===== src/verilog/err_flag_defs.vh =====
// Constants of the controller error and status flag unit.
// Assumes a single 25 MHz clock; included by every design file.
`ifndef ERR_FLAG_DEFS_VH
`define ERR_FLAG_DEFS_VH

// Clock and watchdog time base
`define CLK_FREQ_MHZ     25
`define CLK_PERIOD_NS    40
`define WDOG_TICK_US     1000
`define WDOG_TICK_CYC    (`WDOG_TICK_US * `CLK_FREQ_MHZ)
`define WDOG_PRESET_RST  8'hc8

// Bus widths and responses
`define ADDR_W           14
`define RESP_OKAY        2'b00
`define RESP_SLVERR      2'b10

// Special contact table, 32 contacts per word, contact n at bit n-1
`define A_CONTACT_LAST   14'h003c
`define CONTACT_WORD_HI  4'h1
`define CONTACT_WORD_PAR 4'h2

// Error code registers: printed index, byte address is four times it
`define ERRREG0_IDX      12'd4078
`define ERRREG1_IDX      12'd4079
`define ERRREG2_IDX      12'd4080
`define A_ERRREG0        {`ERRREG0_IDX, 2'b00}
`define A_ERRREG1        {`ERRREG1_IDX, 2'b00}
`define A_ERRREG2        {`ERRREG2_IDX, 2'b00}

// Control and status registers
`define A_CTRL           14'h0100
`define A_WDOG_PRESET    14'h0104
`define A_RETRY_LIM      14'h0108
`define A_IRQ_STAT       14'h010c
`define A_IRQ_MASK       14'h0110
`define A_RUN_STAT       14'h0114

// Control register bits (write one to act)
`define CTRL_START       0
`define CTRL_STOP        1
`define CTRL_NEW_CFG     2
`define CTRL_CLR_LATCH   3

// Flag vector positions, shared by interrupt status and mask
`define NFLAG            14
`define F_CRIT           0
`define F_NONCRIT        1
`define F_DIAG           2
`define F_BATT           3
`define F_MEM            4
`define F_IO             5
`define F_COMM           6
`define F_CFG            7
`define F_WDOG           8
`define F_PROG           9
`define F_MATH           10
`define F_SMART          11
`define F_PARITY         12
`define F_RACK           13

// Reset values
`define RETRY_LIM_RST    4'h3
`define IRQ_MASK_RST     14'h0000
`define ERR_CODE_W       16

`endif


===== src/verilog/lite_slave.v =====
// AXI4-Lite slave front end: handshakes, write pulse, registered read data.
// Assumes the register decode answers rd_data_i and the hit flags combinationally.
`timescale 1ns/1ps
`default_nettype none
`include "err_flag_defs.vh"

module lite_slave (
   input  wire               clk_i,
   input  wire               rst_n_i,
   input  wire [`ADDR_W-1:0] awaddr_i,
   input  wire               awvalid_i,
   output reg                awready_o,
   input  wire [31:0]        wdata_i,
   input  wire [3:0]         wstrb_i,
   input  wire               wvalid_i,
   output reg                wready_o,
   output reg  [1:0]         bresp_o,
   output reg                bvalid_o,
   input  wire               bready_i,
   input  wire               arvalid_i,
   output reg                arready_o,
   output reg  [31:0]        rdata_o,
   output reg  [1:0]         rresp_o,
   output reg                rvalid_o,
   input  wire               rready_i,
   input  wire [31:0]        rd_data_i,
   input  wire               rd_hit_i,
   input  wire               wr_hit_i,
   output reg  [`ADDR_W-1:0] wr_addr_o,
   output reg  [31:0]        wr_data_o,
   output reg  [3:0]         wr_strb_o,
   output reg                wr_en_o
);

   reg aw_got_q;
   reg w_got_q;

   // Write channel: take address and data in either order, then respond
   always @(posedge clk_i or negedge rst_n_i) begin
      if (!rst_n_i) begin
         aw_got_q  <= 1'b0;
         w_got_q   <= 1'b0;
         awready_o <= 1'b1;
         wready_o  <= 1'b1;
         bvalid_o  <= 1'b0;
         bresp_o   <= `RESP_OKAY;
         wr_en_o   <= 1'b0;
         wr_addr_o <= {`ADDR_W{1'b0}};
         wr_data_o <= 32'h0;
         wr_strb_o <= 4'h0;
      end else begin
         wr_en_o <= 1'b0;
         if (awvalid_i && awready_o) begin
            wr_addr_o <= awaddr_i;
            aw_got_q  <= 1'b1;
            awready_o <= 1'b0;
         end
         if (wvalid_i && wready_o) begin
            wr_data_o <= wdata_i;
            wr_strb_o <= wstrb_i;
            w_got_q   <= 1'b1;
            wready_o  <= 1'b0;
         end
         if (aw_got_q && w_got_q && !bvalid_o) begin
            wr_en_o  <= wr_hit_i;
            bvalid_o <= 1'b1;
            bresp_o  <= wr_hit_i ? `RESP_OKAY : `RESP_SLVERR;
            aw_got_q <= 1'b0;
            w_got_q  <= 1'b0;
         end
         if (bvalid_o && bready_i) begin
            bvalid_o  <= 1'b0;
            awready_o <= 1'b1;
            wready_o  <= 1'b1;
         end
      end
   end

   // Read channel: data sampled at the address handshake
   always @(posedge clk_i or negedge rst_n_i) begin
      if (!rst_n_i) begin
         arready_o <= 1'b1;
         rvalid_o  <= 1'b0;
         rdata_o   <= 32'h0;
         rresp_o   <= `RESP_OKAY;
      end else if (arvalid_i && arready_o) begin
         arready_o <= 1'b0;
         rvalid_o  <= 1'b1;
         rdata_o   <= rd_data_i;
         rresp_o   <= rd_hit_i ? `RESP_OKAY : `RESP_SLVERR;
      end else if (rvalid_o && rready_i) begin
         rvalid_o  <= 1'b0;
         arready_o <= 1'b1;
      end
   end

endmodule // lite_slave

`default_nettype wire


===== src/verilog/parity_retry.v =====
// I/O parity retry tracker with rack criticality capture.
// Assumes one check strobe per bus transfer attempt, error level alongside.
`timescale 1ns/1ps
`default_nettype none
`include "err_flag_defs.vh"

module parity_retry #(
   parameter LIM_W = 4
) (
   input  wire             clk_i,
   input  wire             rst_n_i,
   input  wire             check_i,
   input  wire             err_i,
   input  wire             noncrit_i,
   input  wire [LIM_W-1:0] limit_i,
   output reg              par_o,
   output reg              rack_o
);

   reg [LIM_W-1:0] retry_q;

   // Count failed retries; flag only when the last allowed retry fails
   always @(posedge clk_i or negedge rst_n_i) begin
      if (!rst_n_i) begin
         retry_q <= {LIM_W{1'b0}};
         par_o   <= 1'b0;
         rack_o  <= 1'b0;
      end else if (check_i && err_i) begin
         if (retry_q == limit_i) begin
            par_o  <= 1'b1;
            rack_o <= noncrit_i;
         end else begin
            retry_q <= retry_q + 1'b1;
         end
      end else if (check_i) begin
         retry_q <= {LIM_W{1'b0}};
         par_o   <= 1'b0;
         rack_o  <= 1'b0;
      end
   end

endmodule // parity_retry

`default_nettype wire


===== src/verilog/err_flag_unit.v =====
// Error and diagnostic status unit of a controller CPU: special contacts,
// error code registers, run control, scan watchdog and interrupt.
// Assumes event inputs are synchronous one-cycle pulses, levels where noted.
//
// Functional notes
// - Critical error sets flag, stops run
// - Non-critical error sets flag, run continues
// - Either battery low sets battery flag
// - Memory error flag latches until cleared
// - I/O bus error flag latches
// - Comm error set; next good transfer clears
// - Config differing from power-up sets flag
// - Scan watchdog expiry sets its flag
// - Program, math, smart-module flags separate
// - Parity flag only after all retries fail
// - Rack criticality reported with parity flag
// - Failure code written into three registers
// - All contacts readable as one table
`timescale 1ns/1ps
`default_nettype none
`include "err_flag_defs.vh"

module err_flag_unit #(
   parameter WDOG_TICK_CYC = `WDOG_TICK_CYC,
   parameter CFG_W         = 16,
   parameter LIM_W         = 4
) (
   input  wire                   REF_CLK_I,
   input  wire                   RST_B_I,
   // Error sources
   input  wire                   CRIT_ERR_I,
   input  wire                   NONCRIT_ERR_I,
   input  wire                   DIAG_ERR_I,
   input  wire                   CPU_BATT_LOW_I,
   input  wire                   MC_BATT_LOW_I,
   input  wire                   MEM_ERR_I,
   input  wire                   IO_BUS_ERR_I,
   input  wire                   COMM_ERR_I,
   input  wire                   COMM_OK_I,
   input  wire [CFG_W-1:0]       IO_CFG_I,
   input  wire                   SCAN_START_I,
   input  wire                   PROG_ERR_I,
   input  wire                   MATH_ERR_I,
   input  wire                   SMART_ERR_I,
   input  wire                   PAR_CHECK_I,
   input  wire                   PAR_ERR_I,
   input  wire                   PAR_RACK_NONCRIT_I,
   input  wire                   ERR_CODE_VALID_I,
   input  wire [`ERR_CODE_W-1:0] ERR_CODE_I,
   // Register bus
   input  wire [`ADDR_W-1:0]     S_AXI_AWADDR_I,
   input  wire                   S_AXI_AWVALID_I,
   output wire                   S_AXI_AWREADY_O,
   input  wire [31:0]            S_AXI_WDATA_I,
   input  wire [3:0]             S_AXI_WSTRB_I,
   input  wire                   S_AXI_WVALID_I,
   output wire                   S_AXI_WREADY_O,
   output wire [1:0]             S_AXI_BRESP_O,
   output wire                   S_AXI_BVALID_O,
   input  wire                   S_AXI_BREADY_I,
   input  wire [`ADDR_W-1:0]     S_AXI_ARADDR_I,
   input  wire                   S_AXI_ARVALID_I,
   output wire                   S_AXI_ARREADY_O,
   output wire [31:0]            S_AXI_RDATA_O,
   output wire [1:0]             S_AXI_RRESP_O,
   output wire                   S_AXI_RVALID_O,
   input  wire                   S_AXI_RREADY_I,
   // Status
   output reg                    RUN_O,
   output reg                    IRQ_O
);

   // Bus side strobes
   wire [`ADDR_W-1:0]     wr_addr;
   wire [31:0]            wr_data;
   wire [3:0]             wr_strb;
   wire                   wr_en;
   wire                   arready;
   wire                   rd_take;
   wire [31:0]            wmask;
   reg  [31:0]            rd_data;
   reg                    rd_hit;
   reg                    wr_hit;

   // Flag state
   reg                    crit_q;
   reg                    noncrit_q;
   reg                    diag_q;
   reg                    batt_q;
   reg                    mem_q;
   reg                    io_q;
   reg                    comm_q;
   reg                    cfg_q;
   reg                    wdog_q;
   reg                    prog_q;
   reg                    math_q;
   reg                    smart_q;
   wire                   par;
   wire                   rack;
   wire [`NFLAG-1:0]      flags;
   reg  [`NFLAG-1:0]      flags_prev_q;
   wire [`NFLAG-1:0]      flag_rise;

   // Software registers
   reg  [7:0]             wdog_preset_q;
   reg  [LIM_W-1:0]       retry_lim_q;
   reg  [`NFLAG-1:0]      irq_mask_q;
   reg  [`NFLAG-1:0]      irq_stat_q;
   reg  [`NFLAG-1:0]      irq_stat_d;

   // Configuration record
   reg                    booted_q;
   reg  [CFG_W-1:0]       cfg_rec_q;

   // Watchdog
   reg  [15:0]            tick_cnt_q;
   reg  [7:0]             wdog_cnt_q;
   wire                   tick;

   // Error code registers
   reg  [`ERR_CODE_W-1:0] err_code_q [0:2];

   // Control strobes decoded from a control register write
   wire ctrl_wr     = wr_en && (wr_addr == `A_CTRL) && wr_strb[0];
   wire sw_start    = ctrl_wr && wr_data[`CTRL_START];
   wire sw_stop     = ctrl_wr && wr_data[`CTRL_STOP];
   wire sw_new_cfg  = ctrl_wr && wr_data[`CTRL_NEW_CFG];
   wire sw_clr      = ctrl_wr && wr_data[`CTRL_CLR_LATCH];

   // Byte lane mask from write strobes
   assign wmask = {{8{wr_strb[3]}}, {8{wr_strb[2]}},
                   {8{wr_strb[1]}}, {8{wr_strb[0]}}};

   // Read request taken this edge
   assign rd_take = S_AXI_ARVALID_I && arready;

   lite_slave u_slave (
      .clk_i     (REF_CLK_I),
      .rst_n_i   (RST_B_I),
      .awaddr_i  (S_AXI_AWADDR_I),
      .awvalid_i (S_AXI_AWVALID_I),
      .awready_o (S_AXI_AWREADY_O),
      .wdata_i   (S_AXI_WDATA_I),
      .wstrb_i   (S_AXI_WSTRB_I),
      .wvalid_i  (S_AXI_WVALID_I),
      .wready_o  (S_AXI_WREADY_O),
      .bresp_o   (S_AXI_BRESP_O),
      .bvalid_o  (S_AXI_BVALID_O),
      .bready_i  (S_AXI_BREADY_I),
      .arvalid_i (S_AXI_ARVALID_I),
      .arready_o (arready),
      .rdata_o   (S_AXI_RDATA_O),
      .rresp_o   (S_AXI_RRESP_O),
      .rvalid_o  (S_AXI_RVALID_O),
      .rready_i  (S_AXI_RREADY_I),
      .rd_data_i (rd_data),
      .rd_hit_i  (rd_hit),
      .wr_hit_i  (wr_hit),
      .wr_addr_o (wr_addr),
      .wr_data_o (wr_data),
      .wr_strb_o (wr_strb),
      .wr_en_o   (wr_en)
   );

   assign S_AXI_ARREADY_O = arready;

   // Run state: stop on critical error, which wins over a start
   always @(posedge REF_CLK_I or negedge RST_B_I) begin
      if (!RST_B_I) begin
         RUN_O <= 1'b0;
      end else if (CRIT_ERR_I || sw_stop) begin
         RUN_O <= 1'b0;
      end else if (sw_start && !crit_q) begin
         RUN_O <= 1'b1;
      end
   end

   // Latched error flags; a new event wins over a software clear
   always @(posedge REF_CLK_I or negedge RST_B_I) begin
      if (!RST_B_I) begin
         crit_q    <= 1'b0;
         noncrit_q <= 1'b0;
         diag_q    <= 1'b0;
         mem_q     <= 1'b0;
         io_q      <= 1'b0;
         wdog_q    <= 1'b0;
         prog_q    <= 1'b0;
         math_q    <= 1'b0;
         smart_q   <= 1'b0;
      end else begin
         crit_q    <= CRIT_ERR_I    | (crit_q    & ~sw_clr);
         noncrit_q <= NONCRIT_ERR_I | (noncrit_q & ~sw_clr);
         diag_q    <= DIAG_ERR_I    | (diag_q    & ~sw_clr);
         mem_q     <= MEM_ERR_I     | (mem_q     & ~sw_clr);
         io_q      <= IO_BUS_ERR_I  | (io_q      & ~sw_clr);
         wdog_q    <= (tick && wdog_cnt_q == wdog_preset_q && RUN_O) | (wdog_q & ~sw_clr);
         prog_q    <= PROG_ERR_I    | (prog_q    & ~sw_clr);
         math_q    <= MATH_ERR_I    | (math_q    & ~sw_clr);
         smart_q   <= SMART_ERR_I   | (smart_q   & ~sw_clr);
      end
   end

   // Battery flag follows either low-battery level
   always @(posedge REF_CLK_I or negedge RST_B_I) begin
      if (!RST_B_I) begin
         batt_q <= 1'b0;
      end else begin
         batt_q <= CPU_BATT_LOW_I | MC_BATT_LOW_I;
      end
   end

   // Communications flag: set by error, cleared by next good transfer
   always @(posedge REF_CLK_I or negedge RST_B_I) begin
      if (!RST_B_I) begin
         comm_q <= 1'b0;
      end else if (COMM_ERR_I) begin
         comm_q <= 1'b1;
      end else if (COMM_OK_I) begin
         comm_q <= 1'b0;
      end
   end

   // Configuration recorded after reset release and on each new-config command, compared otherwise
   always @(posedge REF_CLK_I or negedge RST_B_I) begin
      if (!RST_B_I) begin
         booted_q  <= 1'b0;
         cfg_rec_q <= {CFG_W{1'b0}};
         cfg_q     <= 1'b0;
      end else if (!booted_q || sw_new_cfg) begin
         booted_q  <= 1'b1;
         cfg_rec_q <= IO_CFG_I;
         cfg_q     <= 1'b0;
      end else begin
         cfg_q <= (IO_CFG_I != cfg_rec_q) | cfg_q;
      end
   end

   // Millisecond tick for the scan watchdog
   assign tick = (tick_cnt_q == WDOG_TICK_CYC - 1);

   always @(posedge REF_CLK_I or negedge RST_B_I) begin
      if (!RST_B_I) begin
         tick_cnt_q <= 16'h0;
      end else if (tick || SCAN_START_I) begin
         tick_cnt_q <= 16'h0;
      end else begin
         tick_cnt_q <= tick_cnt_q + 16'h1;
      end
   end

   // Scan watchdog: restarted by each scan, counts ticks while running
   always @(posedge REF_CLK_I or negedge RST_B_I) begin
      if (!RST_B_I) begin
         wdog_cnt_q <= 8'h0;
      end else if (SCAN_START_I || !RUN_O) begin
         wdog_cnt_q <= 8'h0;
      end else if (tick && wdog_cnt_q != wdog_preset_q) begin
         wdog_cnt_q <= wdog_cnt_q + 8'h1;
      end
   end

   parity_retry #(
      .LIM_W (LIM_W)
   ) u_parity (
      .clk_i     (REF_CLK_I),
      .rst_n_i   (RST_B_I),
      .check_i   (PAR_CHECK_I),
      .err_i     (PAR_ERR_I),
      .noncrit_i (PAR_RACK_NONCRIT_I),
      .limit_i   (retry_lim_q),
      .par_o     (par),
      .rack_o    (rack)
   );

   // Failure codes: newest in the first register, older ones shift on
   always @(posedge REF_CLK_I or negedge RST_B_I) begin
      if (!RST_B_I) begin
         err_code_q[0] <= {`ERR_CODE_W{1'b0}};
         err_code_q[1] <= {`ERR_CODE_W{1'b0}};
         err_code_q[2] <= {`ERR_CODE_W{1'b0}};
      end else if (ERR_CODE_VALID_I) begin
         err_code_q[0] <= ERR_CODE_I;
         err_code_q[1] <= err_code_q[0];
         err_code_q[2] <= err_code_q[1];
      end
   end

   // Software-written configuration registers
   always @(posedge REF_CLK_I or negedge RST_B_I) begin
      if (!RST_B_I) begin
         wdog_preset_q <= `WDOG_PRESET_RST;
         retry_lim_q   <= `RETRY_LIM_RST;
         irq_mask_q    <= `IRQ_MASK_RST;
      end else if (wr_en) begin
         if (wr_addr == `A_WDOG_PRESET && wr_strb[0])
            wdog_preset_q <= wr_data[7:0];
         if (wr_addr == `A_RETRY_LIM && wr_strb[0])
            retry_lim_q <= wr_data[LIM_W-1:0];
         if (wr_addr == `A_IRQ_MASK)
            irq_mask_q <= (irq_mask_q & ~wmask[`NFLAG-1:0]) | (wr_data[`NFLAG-1:0] & wmask[`NFLAG-1:0]);
      end
   end

   // Flag vector in interrupt layout
   assign flags = {rack, par, smart_q, math_q, prog_q, wdog_q, cfg_q,
                   comm_q, io_q, mem_q, batt_q, diag_q, noncrit_q, crit_q};
   assign flag_rise = flags & ~flags_prev_q;

   always @(posedge REF_CLK_I or negedge RST_B_I) begin
      if (!RST_B_I) begin
         flags_prev_q <= {`NFLAG{1'b0}};
      end else begin
         flags_prev_q <= flags;
      end
   end

   // Sticky interrupt status per flag; reading clears, a new rise wins
   genvar gi;
   generate
      for (gi = 0; gi < `NFLAG; gi = gi + 1) begin : g_irq
         always @* begin
            irq_stat_d[gi] = flag_rise[gi] |
                             (irq_stat_q[gi] & ~(rd_take && S_AXI_ARADDR_I == `A_IRQ_STAT));
         end
      end
   endgenerate

   always @(posedge REF_CLK_I or negedge RST_B_I) begin
      if (!RST_B_I) begin
         irq_stat_q <= {`NFLAG{1'b0}};
         IRQ_O      <= 1'b0;
      end else begin
         irq_stat_q <= irq_stat_d;
         IRQ_O      <= |(irq_stat_d & irq_mask_q);
      end
   end

   // Write decode for the response code
   always @* begin
      case (wr_addr)
         `A_CTRL, `A_WDOG_PRESET, `A_RETRY_LIM, `A_IRQ_MASK: wr_hit = 1'b1;
         default: wr_hit = 1'b0;
      endcase
   end

   // Read mux; the contact table spans the first sixteen words
   always @* begin
      rd_data = 32'h0;
      rd_hit  = 1'b1;
      if (S_AXI_ARADDR_I <= `A_CONTACT_LAST) begin
         if (S_AXI_ARADDR_I[5:2] == `CONTACT_WORD_HI)
            rd_data = {19'h0, smart_q, math_q, prog_q, wdog_q, 1'b0,
                       cfg_q, comm_q, io_q, mem_q, batt_q, diag_q,
                       noncrit_q, crit_q};
         else if (S_AXI_ARADDR_I[5:2] == `CONTACT_WORD_PAR)
            rd_data = {30'h0, rack, par};
      end else begin
         case (S_AXI_ARADDR_I)
            `A_ERRREG0:     rd_data = {16'h0, err_code_q[0]};
            `A_ERRREG1:     rd_data = {16'h0, err_code_q[1]};
            `A_ERRREG2:     rd_data = {16'h0, err_code_q[2]};
            `A_CTRL:        rd_data = 32'h0;
            `A_WDOG_PRESET: rd_data = {24'h0, wdog_preset_q};
            `A_RETRY_LIM:   rd_data = {{(32-LIM_W){1'b0}}, retry_lim_q};
            `A_IRQ_STAT:    rd_data = {18'h0, irq_stat_q};
            `A_IRQ_MASK:    rd_data = {18'h0, irq_mask_q};
            `A_RUN_STAT:    rd_data = {31'h0, RUN_O};
            default:        rd_hit  = 1'b0;
         endcase
      end
   end

endmodule // err_flag_unit

`default_nettype wire


===== config.mk =====
export PLATFORM = sky130hd
export DESIGN_NAME = err_flag_unit
export DESIGN_NICKNAME = d
export VERILOG_FILES = /design/src/verilog/lite_slave.v /design/src/verilog/parity_retry.v /design/src/verilog/err_flag_unit.v
export VERILOG_INCLUDE_DIRS = /design/src /design/src/verilog
export SDC_FILE = /design/constraint.sdc
export NUM_CORES = 1
export LEC_CHECK = 0
export BUFFER_PORTS_ARGS = -buffer_cell sky130_fd_sc_hd__buf_4
export CORE_UTILIZATION = 60
export CTS_CLUSTER_DIAMETER = 50
export DETAILED_ROUTE_END_ITERATION = 8
export PLACE_DENSITY = 0.83
export SLEW_MARGIN = 0
export SYNTH_ARGS = -nofsm -noshare
export SYNTH_HDL_FRONTEND = slang
export SYNTH_HIERARCHICAL = 1
export SYNTH_SLANG_ARGS = --single-unit

===== constraint.sdc =====
create_clock -name REF_CLK_I -period 5.8 [get_ports REF_CLK_I]
set_clock_uncertainty 0.2 [all_clocks]
set_input_delay 0.29 -clock REF_CLK_I [delete_from_list [all_inputs] [get_ports REF_CLK_I]]
set_output_delay 0.29 -clock REF_CLK_I [all_outputs]
set_load 0.1 [all_outputs]

Word-level counts from Yosys, hierarchy flattened
Index checks and enable logic that the tools add are counted.
{ "classes": {"bitwise": 57, "eq_ne": 22, "n_lt_le_gt_ge": 1, "add_sub_neg": 3, "muxes": 40, "reduce_logical": 47} }
{ "op_table": {"columns": ["op", "n"], "rows": [
  ["14-bit by 9-bit equality test with 1-bit output, second input constant", 10],
  ["16-bit one-hot mux with 8 select lines", 1],
  ["14-bit bitwise AND", 4],
  ["14-bit equality test, second input constant", 3],
  ["32-bit 2-to-1 mux", 1],
  ["1-bit 2-to-1 mux", 28],
  ["14-bit NOT", 2],
  ["1-bit OR", 25],
  ["1-bit bitwise AND", 23],
  ["1-bit logical AND", 21],
  ["2-bit nonzero test", 10],
  ["16-bit by 1-bit adder with 16-bit output, second input constant", 1],
  ["16-bit by 15-bit equality test with 1-bit output, second input constant", 1],
  ["16-bit 2-to-1 mux", 1],
  ["8-bit 2-to-1 mux", 2],
  ["16-bit != test", 1],
  ["14-bit by 6-bit less-or-equal comparator with 1-bit output, second input constant", 1],
  ["14-bit OR", 1],
  ["14-bit OR reduction", 1],
  ["13-bit 2-to-1 mux", 1],
  ["4-bit 2-to-1 mux", 3],
  ["2-bit AND reduction", 5],
  ["9-bit OR reduction", 1],
  ["8-bit by 1-bit adder with 8-bit output, second input constant", 1],
  ["other kinds (12)", 22]
]} }
{ "totals": {"elab_cells": 213, "input_bits": 120, "ff_bits": 237, "out_inout_bits": 43} }

Logic depth before layout (Yosys ltp)
Gate-level depths: netlist (run 1).
{ "depth": {"ltp_word": 7, "mapped_depth": 8, "ltp_nobuf": 6} }

Cells and area by module
Netlist (run 1), hierarchy kept.
{ "modules_own_cells": {"columns": ["mod", "area_per_inst_um2", "seq_area_each_um2", "n_inst", "cells_each"], "rows": [
  ["err_flag_unit", 7215.7, 3935.0, 1, 610],
  ["lite_slave", 3609.7, 2306.0, 1, 208],
  ["parity_retry", 379.1, 150.1, 1, 39]
]} }

Worst setup path after synthesis (run 1)
Ideal clock, no wire load.
{ "synth_path": {"path_kind": "input to register", "from": "in S_AXI_ARADDR_I[4]", "to": "reg IRQ_O", "path_stages": 6, "t_required_ps": 5474, "n_path_buf": 1, "t_arrival_ps": 2230, "slack_ps": 3244, "setup_ps": 126, "path_cell_list": "or4_1 > or2_1 > or4_1 > buf_2 > a22o_1 > a221o_1"} }
{ "synth_between": {"elab_chain_len": 7, "word_cells_on_any_way": 33, "classes_between": "eq/ne (1); bitwise (30); reduce/logical (2)"} }
{ "synth_lines": {"columns": ["item", "line", "rtl"], "rows": [
  ["start, declared", "err_flag_unit.v:61", "input wire [`ADDR_W-1:0] S_AXI_ARADDR_I,"],
  ["14-bit by 9-bit equality test with 1-bit output", null, null],
  ["1-bit logical AND (no line)", null, null],
  ["1-bit NOT", "err_flag_unit.v:323", "(irq_stat_q[gi] & ~(rd_take && S_AXI_ARADDR_I == `A_IRQ_STAT));"],
  ["1-bit bitwise AND", "err_flag_unit.v:323", null],
  ["1-bit OR", "err_flag_unit.v:322", "irq_stat_d[gi] = flag_rise[gi] |"],
  ["via irq_stat_d[7]", "err_flag_unit.v:109", "reg [`NFLAG-1:0] irq_stat_d;"],
  ["14-bit bitwise AND", "err_flag_unit.v:334", "IRQ_O <= |(irq_stat_d & irq_mask_q);"],
  ["14-bit OR reduction", "err_flag_unit.v:334", null],
  ["end signal, assigned", "err_flag_unit.v:334", null],
  ["end, declared", "err_flag_unit.v:70", "output reg IRQ_O"]
]} }
The timed path passes the listed nets, and every way through them passes these cells.
A chain may end at the register's enable or synchronous reset.

Worst setup path after layout (run 1)
{ "layout_path": {"from": "in S_AXI_ARADDR_I[3]", "to": "reg u_slave.rdata_o[12]"} }
{ "layout_between": {"elab_chain_len": 3, "word_cells_on_any_way": 13, "classes_between": "order compare (1); eq/ne (9); mux (3)"} }
{ "layout_lines": {"columns": ["item", "line", "rtl"], "rows": [
  ["parallel branches: the longest is 2 deep, another holds 14-bit by 6-bit less-or-equal comparator with 1-bit output", null, null],
  ["32-bit 2-to-1 mux (*)", "err_flag_unit.v:350", "if (S_AXI_ARADDR_I <= `A_CONTACT_LAST) begin"],
  ["via rd_data[12]", "err_flag_unit.v:81", "reg [31:0] rd_data;"],
  ["end signal, assigned", "lite_slave.v:89", "rdata_o <= rd_data_i;"],
  ["end, declared", "lite_slave.v:22", "output reg [31:0] rdata_o,"]
]} }
Mark *: on every way through the listed nets, which the timed path passes.

==> metrics.cfg, run 1 <==
[place]
numPortBuffers=140
dp_hpwl_um=15290
gp_congestion=0.8669

[cells_and_area]
num-nets-final=1184
area_delta_synth_final_pct=28.87
drive_gt1_share_pct=34.04

[timing]
final_max_slew_viol_count=0
setup_viol=0
hold_viol_final=0
finalCritPeriodShare_pct=56.77
fin_crit_ns=3.292
tightest_slew_ns=1.195
relSlewSlack_pct=19.71
rsz0062_at_grt=false
setup_tns_ns=0
max_freq_mhz=303.7
worst_hold_slack_ns=0.07449

[routing]
drc=0
dr.pass1.iters=5
vias=7474
drt_iter0_markers=470
viasPerCell=5.740
wl_per_cell_um=18.69
wirelength_um=24330
ant_nets=0

[clock_network]
cts_hold_buf=91
cts_setup_buffers=0
cts_buffers=26
clk_latency_ns=0.52
cts_tree=built
cts.repair.resized=0
cts_sinks=235
clockBufferDepth=3
htreeDepth=1
cts-root-buf=clkbuf_16
clk_pin_slew_ns=0.06

[status]
status=finished clean

[synth]
syn_area_per_cell_um2=12.75
synth_area_um2=10410
netlist_instances=816
yosysWarnings=6

[pwr]
leakagePower_nw=6.168
p_per_area_nw_per_um2=374.9
total_power_w=0.005027
vdd_drop_max_uv=510.7

[grt]
grt_max_degree=169
grt_pass1_wl_um=39840
grt.overflow.total=0
grt_pass1_vias=7919
track_usage_pct=28.35
antenna_found_initial=1

[worst_setup_path]
crit_required_ns=6.05
path_max_fanout=10
worstSetupStartpointType=input pin
reg2reg_slack_ns=2.75
end_kind=register
criticalPathCategory=input pin to register
crit_arrival_ns=3.55

[floorplan]
start_util_pct=62.09
rows=47
core-area_um2=16760
die_area_um2=17870
num_io_pins=163
die_x_um=133.7
die_y_um=133.7

[job]
drv_cap=0

[min_path]
holdCritPathClass=input pin to register

-- state kept, by name, summed over array words and instances (netlist names), 8 cells and up, named ones only --
register / count
wdog_cnt_q: 8
cfg_rec_q: 16
flags_prev_q: 14
u_slave/wr_data_o: 14
u_slave/wr_addr_o: 14
err_code_q: 48
irq_stat_q: 14
tick_cnt_q: 16
u_slave/rdata_o: 32
wdog_preset_q: 8
-- layer usage --
layer / part of all wire (%) / track usage [%] / up-vias
li1: - / - / 3438
met5: 0 / 0 / -
met1: 41 / 35.68 / 3749
met4: 2.5 / 9.217 / 0
met3: 5.4 / 5.061 / 52
met2: 51 / 49.68 / 235
-- placed cells by master, fill, tap and decap left out, drive strengths merged, types with 12 or more instances in the layout --
| cell | n |
|---|---|
| dfrtp | 227 |
| mux2 | 155 |
| buf | 143 |
| dlygate4sd3 | 91 |
| nand2 | 45 |
| inv | 38 |
| nor2 | 32 |
| clkbuf | 32 |
| nand3 | 27 |
| xnor2 | 27 |
| a22oi | 21 |
| conb | 19 |
| xor2 | 17 |
| o21ai | 17 |
| nand3b | 15 |
| a222oi | 14 |
| nand4 | 14 |
| a22o | 13 |
| a21o | 12 |
| nor3 | 12 |
-- area by class of cell --
cell class / count / area [µm²]
clock inverters: 16 / 137.6
multi-input cells: 529 / 4244
fillers: 981 / 3349
repair buffers: 234 / 2004
diodes: 1 / 2.502
well taps: 220 / 275.3
inverters: 35 / 131.4
clock buffers: 32 / 724.4
flip-flops and latches: 235 / 5891
-- where the power goes --
part / switching (W) / total (W) / internal (W) / leakage (nW)
Combinational: 0.000785 / 0.00127 / 0.000487 / 2.93
Clock: 0.000677 / 0.00162 / 0.000944 / 0.422
Sequential: 0.000221 / 0.00213 / 0.00191 / 2.82
Total: 0.00168 / 0.00503 / 0.00334 / 6.17
-- per-stage QoR --
stage	instance area, µm²	setup slack [ns]	std cells	util, %
3_5_place_dp	11630	2.688	1162	69.42
2_1_floorplan	10470	3.244	832	-
3_3_place_gp	11630	2.719	1162	69.42
6_report	13410	2.508	1302	80.01
5_1_grt	13410	2.478	1302	80.01
4_1_cts	13410	2.652	1301	80.00
-- path summary, 6_finish.rpt --
kind,start,endpoint,cells after the start
max,S_AXI_ARADDR_I[3],u_slave/rdata_o[12],8
min,S_AXI_ARADDR_I[4],u_slave/rresp_o[1],5
max reg2reg,u_slave/wr_addr_o[5],cfg_rec_q[4],5
min reg2reg,flags_prev_q[5],irq_stat_q[5],1
max in group asynchronous,RST_B_I,comm_q,3
min in group asynchronous,RST_B_I,u_slave/rdata_o[16],2
-- critical path, stage by stage --
cell and delay, ns:
dlygate4sd3_1 0.56, buf_4 0.16, nor2b_1 0.69, inv_1 0.25, nor3_1 1.01, a22oi_1 0.24, nand3_1 0.19, mux2_2 0.16
Power figures use the tool's default switching activity.
==> inputs of run 2 (changes only) <==
Settings changed: ABC_AREA from default to 1, CORE_UTILIZATION 60 to 53, PLACE_DENSITY 0.83 to 0.77.
Clock period 5.8 ns to 2.89 ns, I/O delays scaled along.
==> metrics.cfg, run 2 <==
[routing]
dr.pass1.iters=8
wl_per_cell_um=14.78
wirelength_um=27110
drc=0
vias=9426
ant_nets=0
viasPerCell=5.140
drt_iter0_markers=507

[clock_network]
clk_pin_slew_ns=0.06
cts-root-buf=clkbuf_16
clockBufferDepth=3
clk_latency_ns=0.52
cts_buffers=27
cts_sinks=235
htreeDepth=1
cts_tree=built

[place]
gp_congestion=0.8288
dp_hpwl_um=17390
numPortBuffers=140
place_area_um2=12170

[pwr]
vdd_drop_max_uv=826.1
power_switching_w=0.003688
leakagePower_nw=7.009
p_int_w=0.006631
swShare_pct=35.74
p_seq_share_pct=40.1
pwr-share-clk_pct=32.6
combinationalPowerShare_pct=27.3
p_per_area_nw_per_um2=724.8

[worst_setup_path]
worstPathCellList=inv_1, nand2_1, nand2_1, nor2_4, nand4_1, dlygate4sd3_1, nand2_1, dlygate4sd3_1, inv_1
criticalPathCategory=register to register
crit_arrival_ns=2.75
cpPeakStageDelay_ns=0.58
cp_common_cell=nand2_1
crit_required_ns=3.10
path_max_fanout=4
worstSetupStartpointType=register
crit_path_start=retry_lim_q[0]
critPathSlowestCell=dlygate4sd3_1
rr_startpoint=retry_lim_q[0]
end_kind=register

[status]
status=finished clean

[grt]
antenna_found_initial=0
grt_max_degree=91
track_usage_pct=26.23
grt.overflow.total=0
grt_pass1_vias=9507
grt_pass1_wl_um=45360

[floorplan]
die_y_um=145.5
die_area_um2=21160
rows=52
core-area_um2=20230
num_io_pins=163
die_x_um=145.5
start_util_pct=53.92

[cells_and_area]
layout_common_cells=nand2_1, dfrtp_1, buf_4, inv_1, dlygate4sd3_1
largest_reg_flops=48
final_common_cell=nand2_1
largestRegisters=err_code_q (48), u_slave/rdata_o (32)
top_register=err_code_q
design_area_um2=14240
area_delta_synth_final_pct=30.48
drive_gt1_share_pct=17.71
diodes=0
num-nets-final=1667

[timing]
setup_viol=0
hold_viol_final=0
relSlewSlack_pct=48.68
rsz0062_at_grt=false
fin_crit_ns=2.548
final_max_slew_viol_count=0
finalCritPeriodShare_pct=88.16
setup_tns_ns=0
tightest_slew_ns=0.7698
max_freq_mhz=392.5

[synth]
yosysWarnings=6
syn_area_per_cell_um2=8.530
netlist_instances=1279
synth_area_um2=10910

[min_path]
min_from=ERR_CODE_VALID_I
holdCritPathClass=input pin to register

[job]
drv_cap=0

[run 2: layer usage]
metal	vias to the layer above	routed length [µm]	GRT usage (%)
li1	4601	-	-
met2	280	13820	46.85
met1	4484	11260	32.90
met4	0	731	8.421
met5	-	0	0
met3	61	1294	3.668
[run 2: final timing paths]
check,slack (ns),to,cells past startpoint
min,0.008,err_code_q[44],3
max in group asynchronous,1.56,u_slave/awready_o,3
min in group asynchronous,0.04,err_code_q[27],2
max reg2reg,0.34,u_parity/rack_o,9
max,0.34,u_parity/rack_o,9
min reg2reg,0.17,flags_prev_q[4],0
[run 2: per-stage QoR]
step | worst slack, ns | total power, W | hold WS, ns | instances | util (%)
finish | 0.3421 | 0.01032 | 0.008265 | 1834 | 70.36
CTS | 0.4200 | 0.01031 | 0.005636 | 1834 | 70.36
detailed placement | 0.7813 | 0.006686 | 0.004605 | 1668 | 60.15
global route | 0.2473 | 0.01079 | 0.06270 | 1834 | 70.36
global placement | 0.7777 | 0.006607 | 0.004025 | 1668 | 60.15
floorplan | 0.8042 | 0.006033 | -0.3511 | 1295 | -
[run 2: worst max-delay path, delay by kind of cell (launching register included)]
family                 cells  cell delay, ns
buffers and inverters      4            1.22
and+or+nand+nor            5            0.44
DFF                        1            0.57
[run 2: area by class of cell]
cell class	count	area [µm²]
Clock buffer	38	767.0
Timing Repair Buffer	266	2310
Multi-Input combinational cell	868	4254
Tap cell	270	337.8
Fill cell	1516	5998
Clock inverter	11	126.4
Sequential cell	235	5891
Inverter	146	550.5
[run 2: power groups by stage]
stage	Sequential, W	Combinational, W	Clock [W]
after global placement	0.00415	0.00246	0
after detailed placement	0.00417	0.00251	0
after floorplan	0.00514	0.000890	0
after CTS	0.00412	0.00278	0.00341
final	0.00414	0.00282	0.00336
after global routing	0.00420	0.00302	0.00357
[run 2: what timing repair did]
action                                 CTS  global route
hold buffers                           117             0
setup endpoints to repair                0             0
gates resized for setup                  0             0
endpoints found under the hold margin  282             0
buffers inserted                         0             0
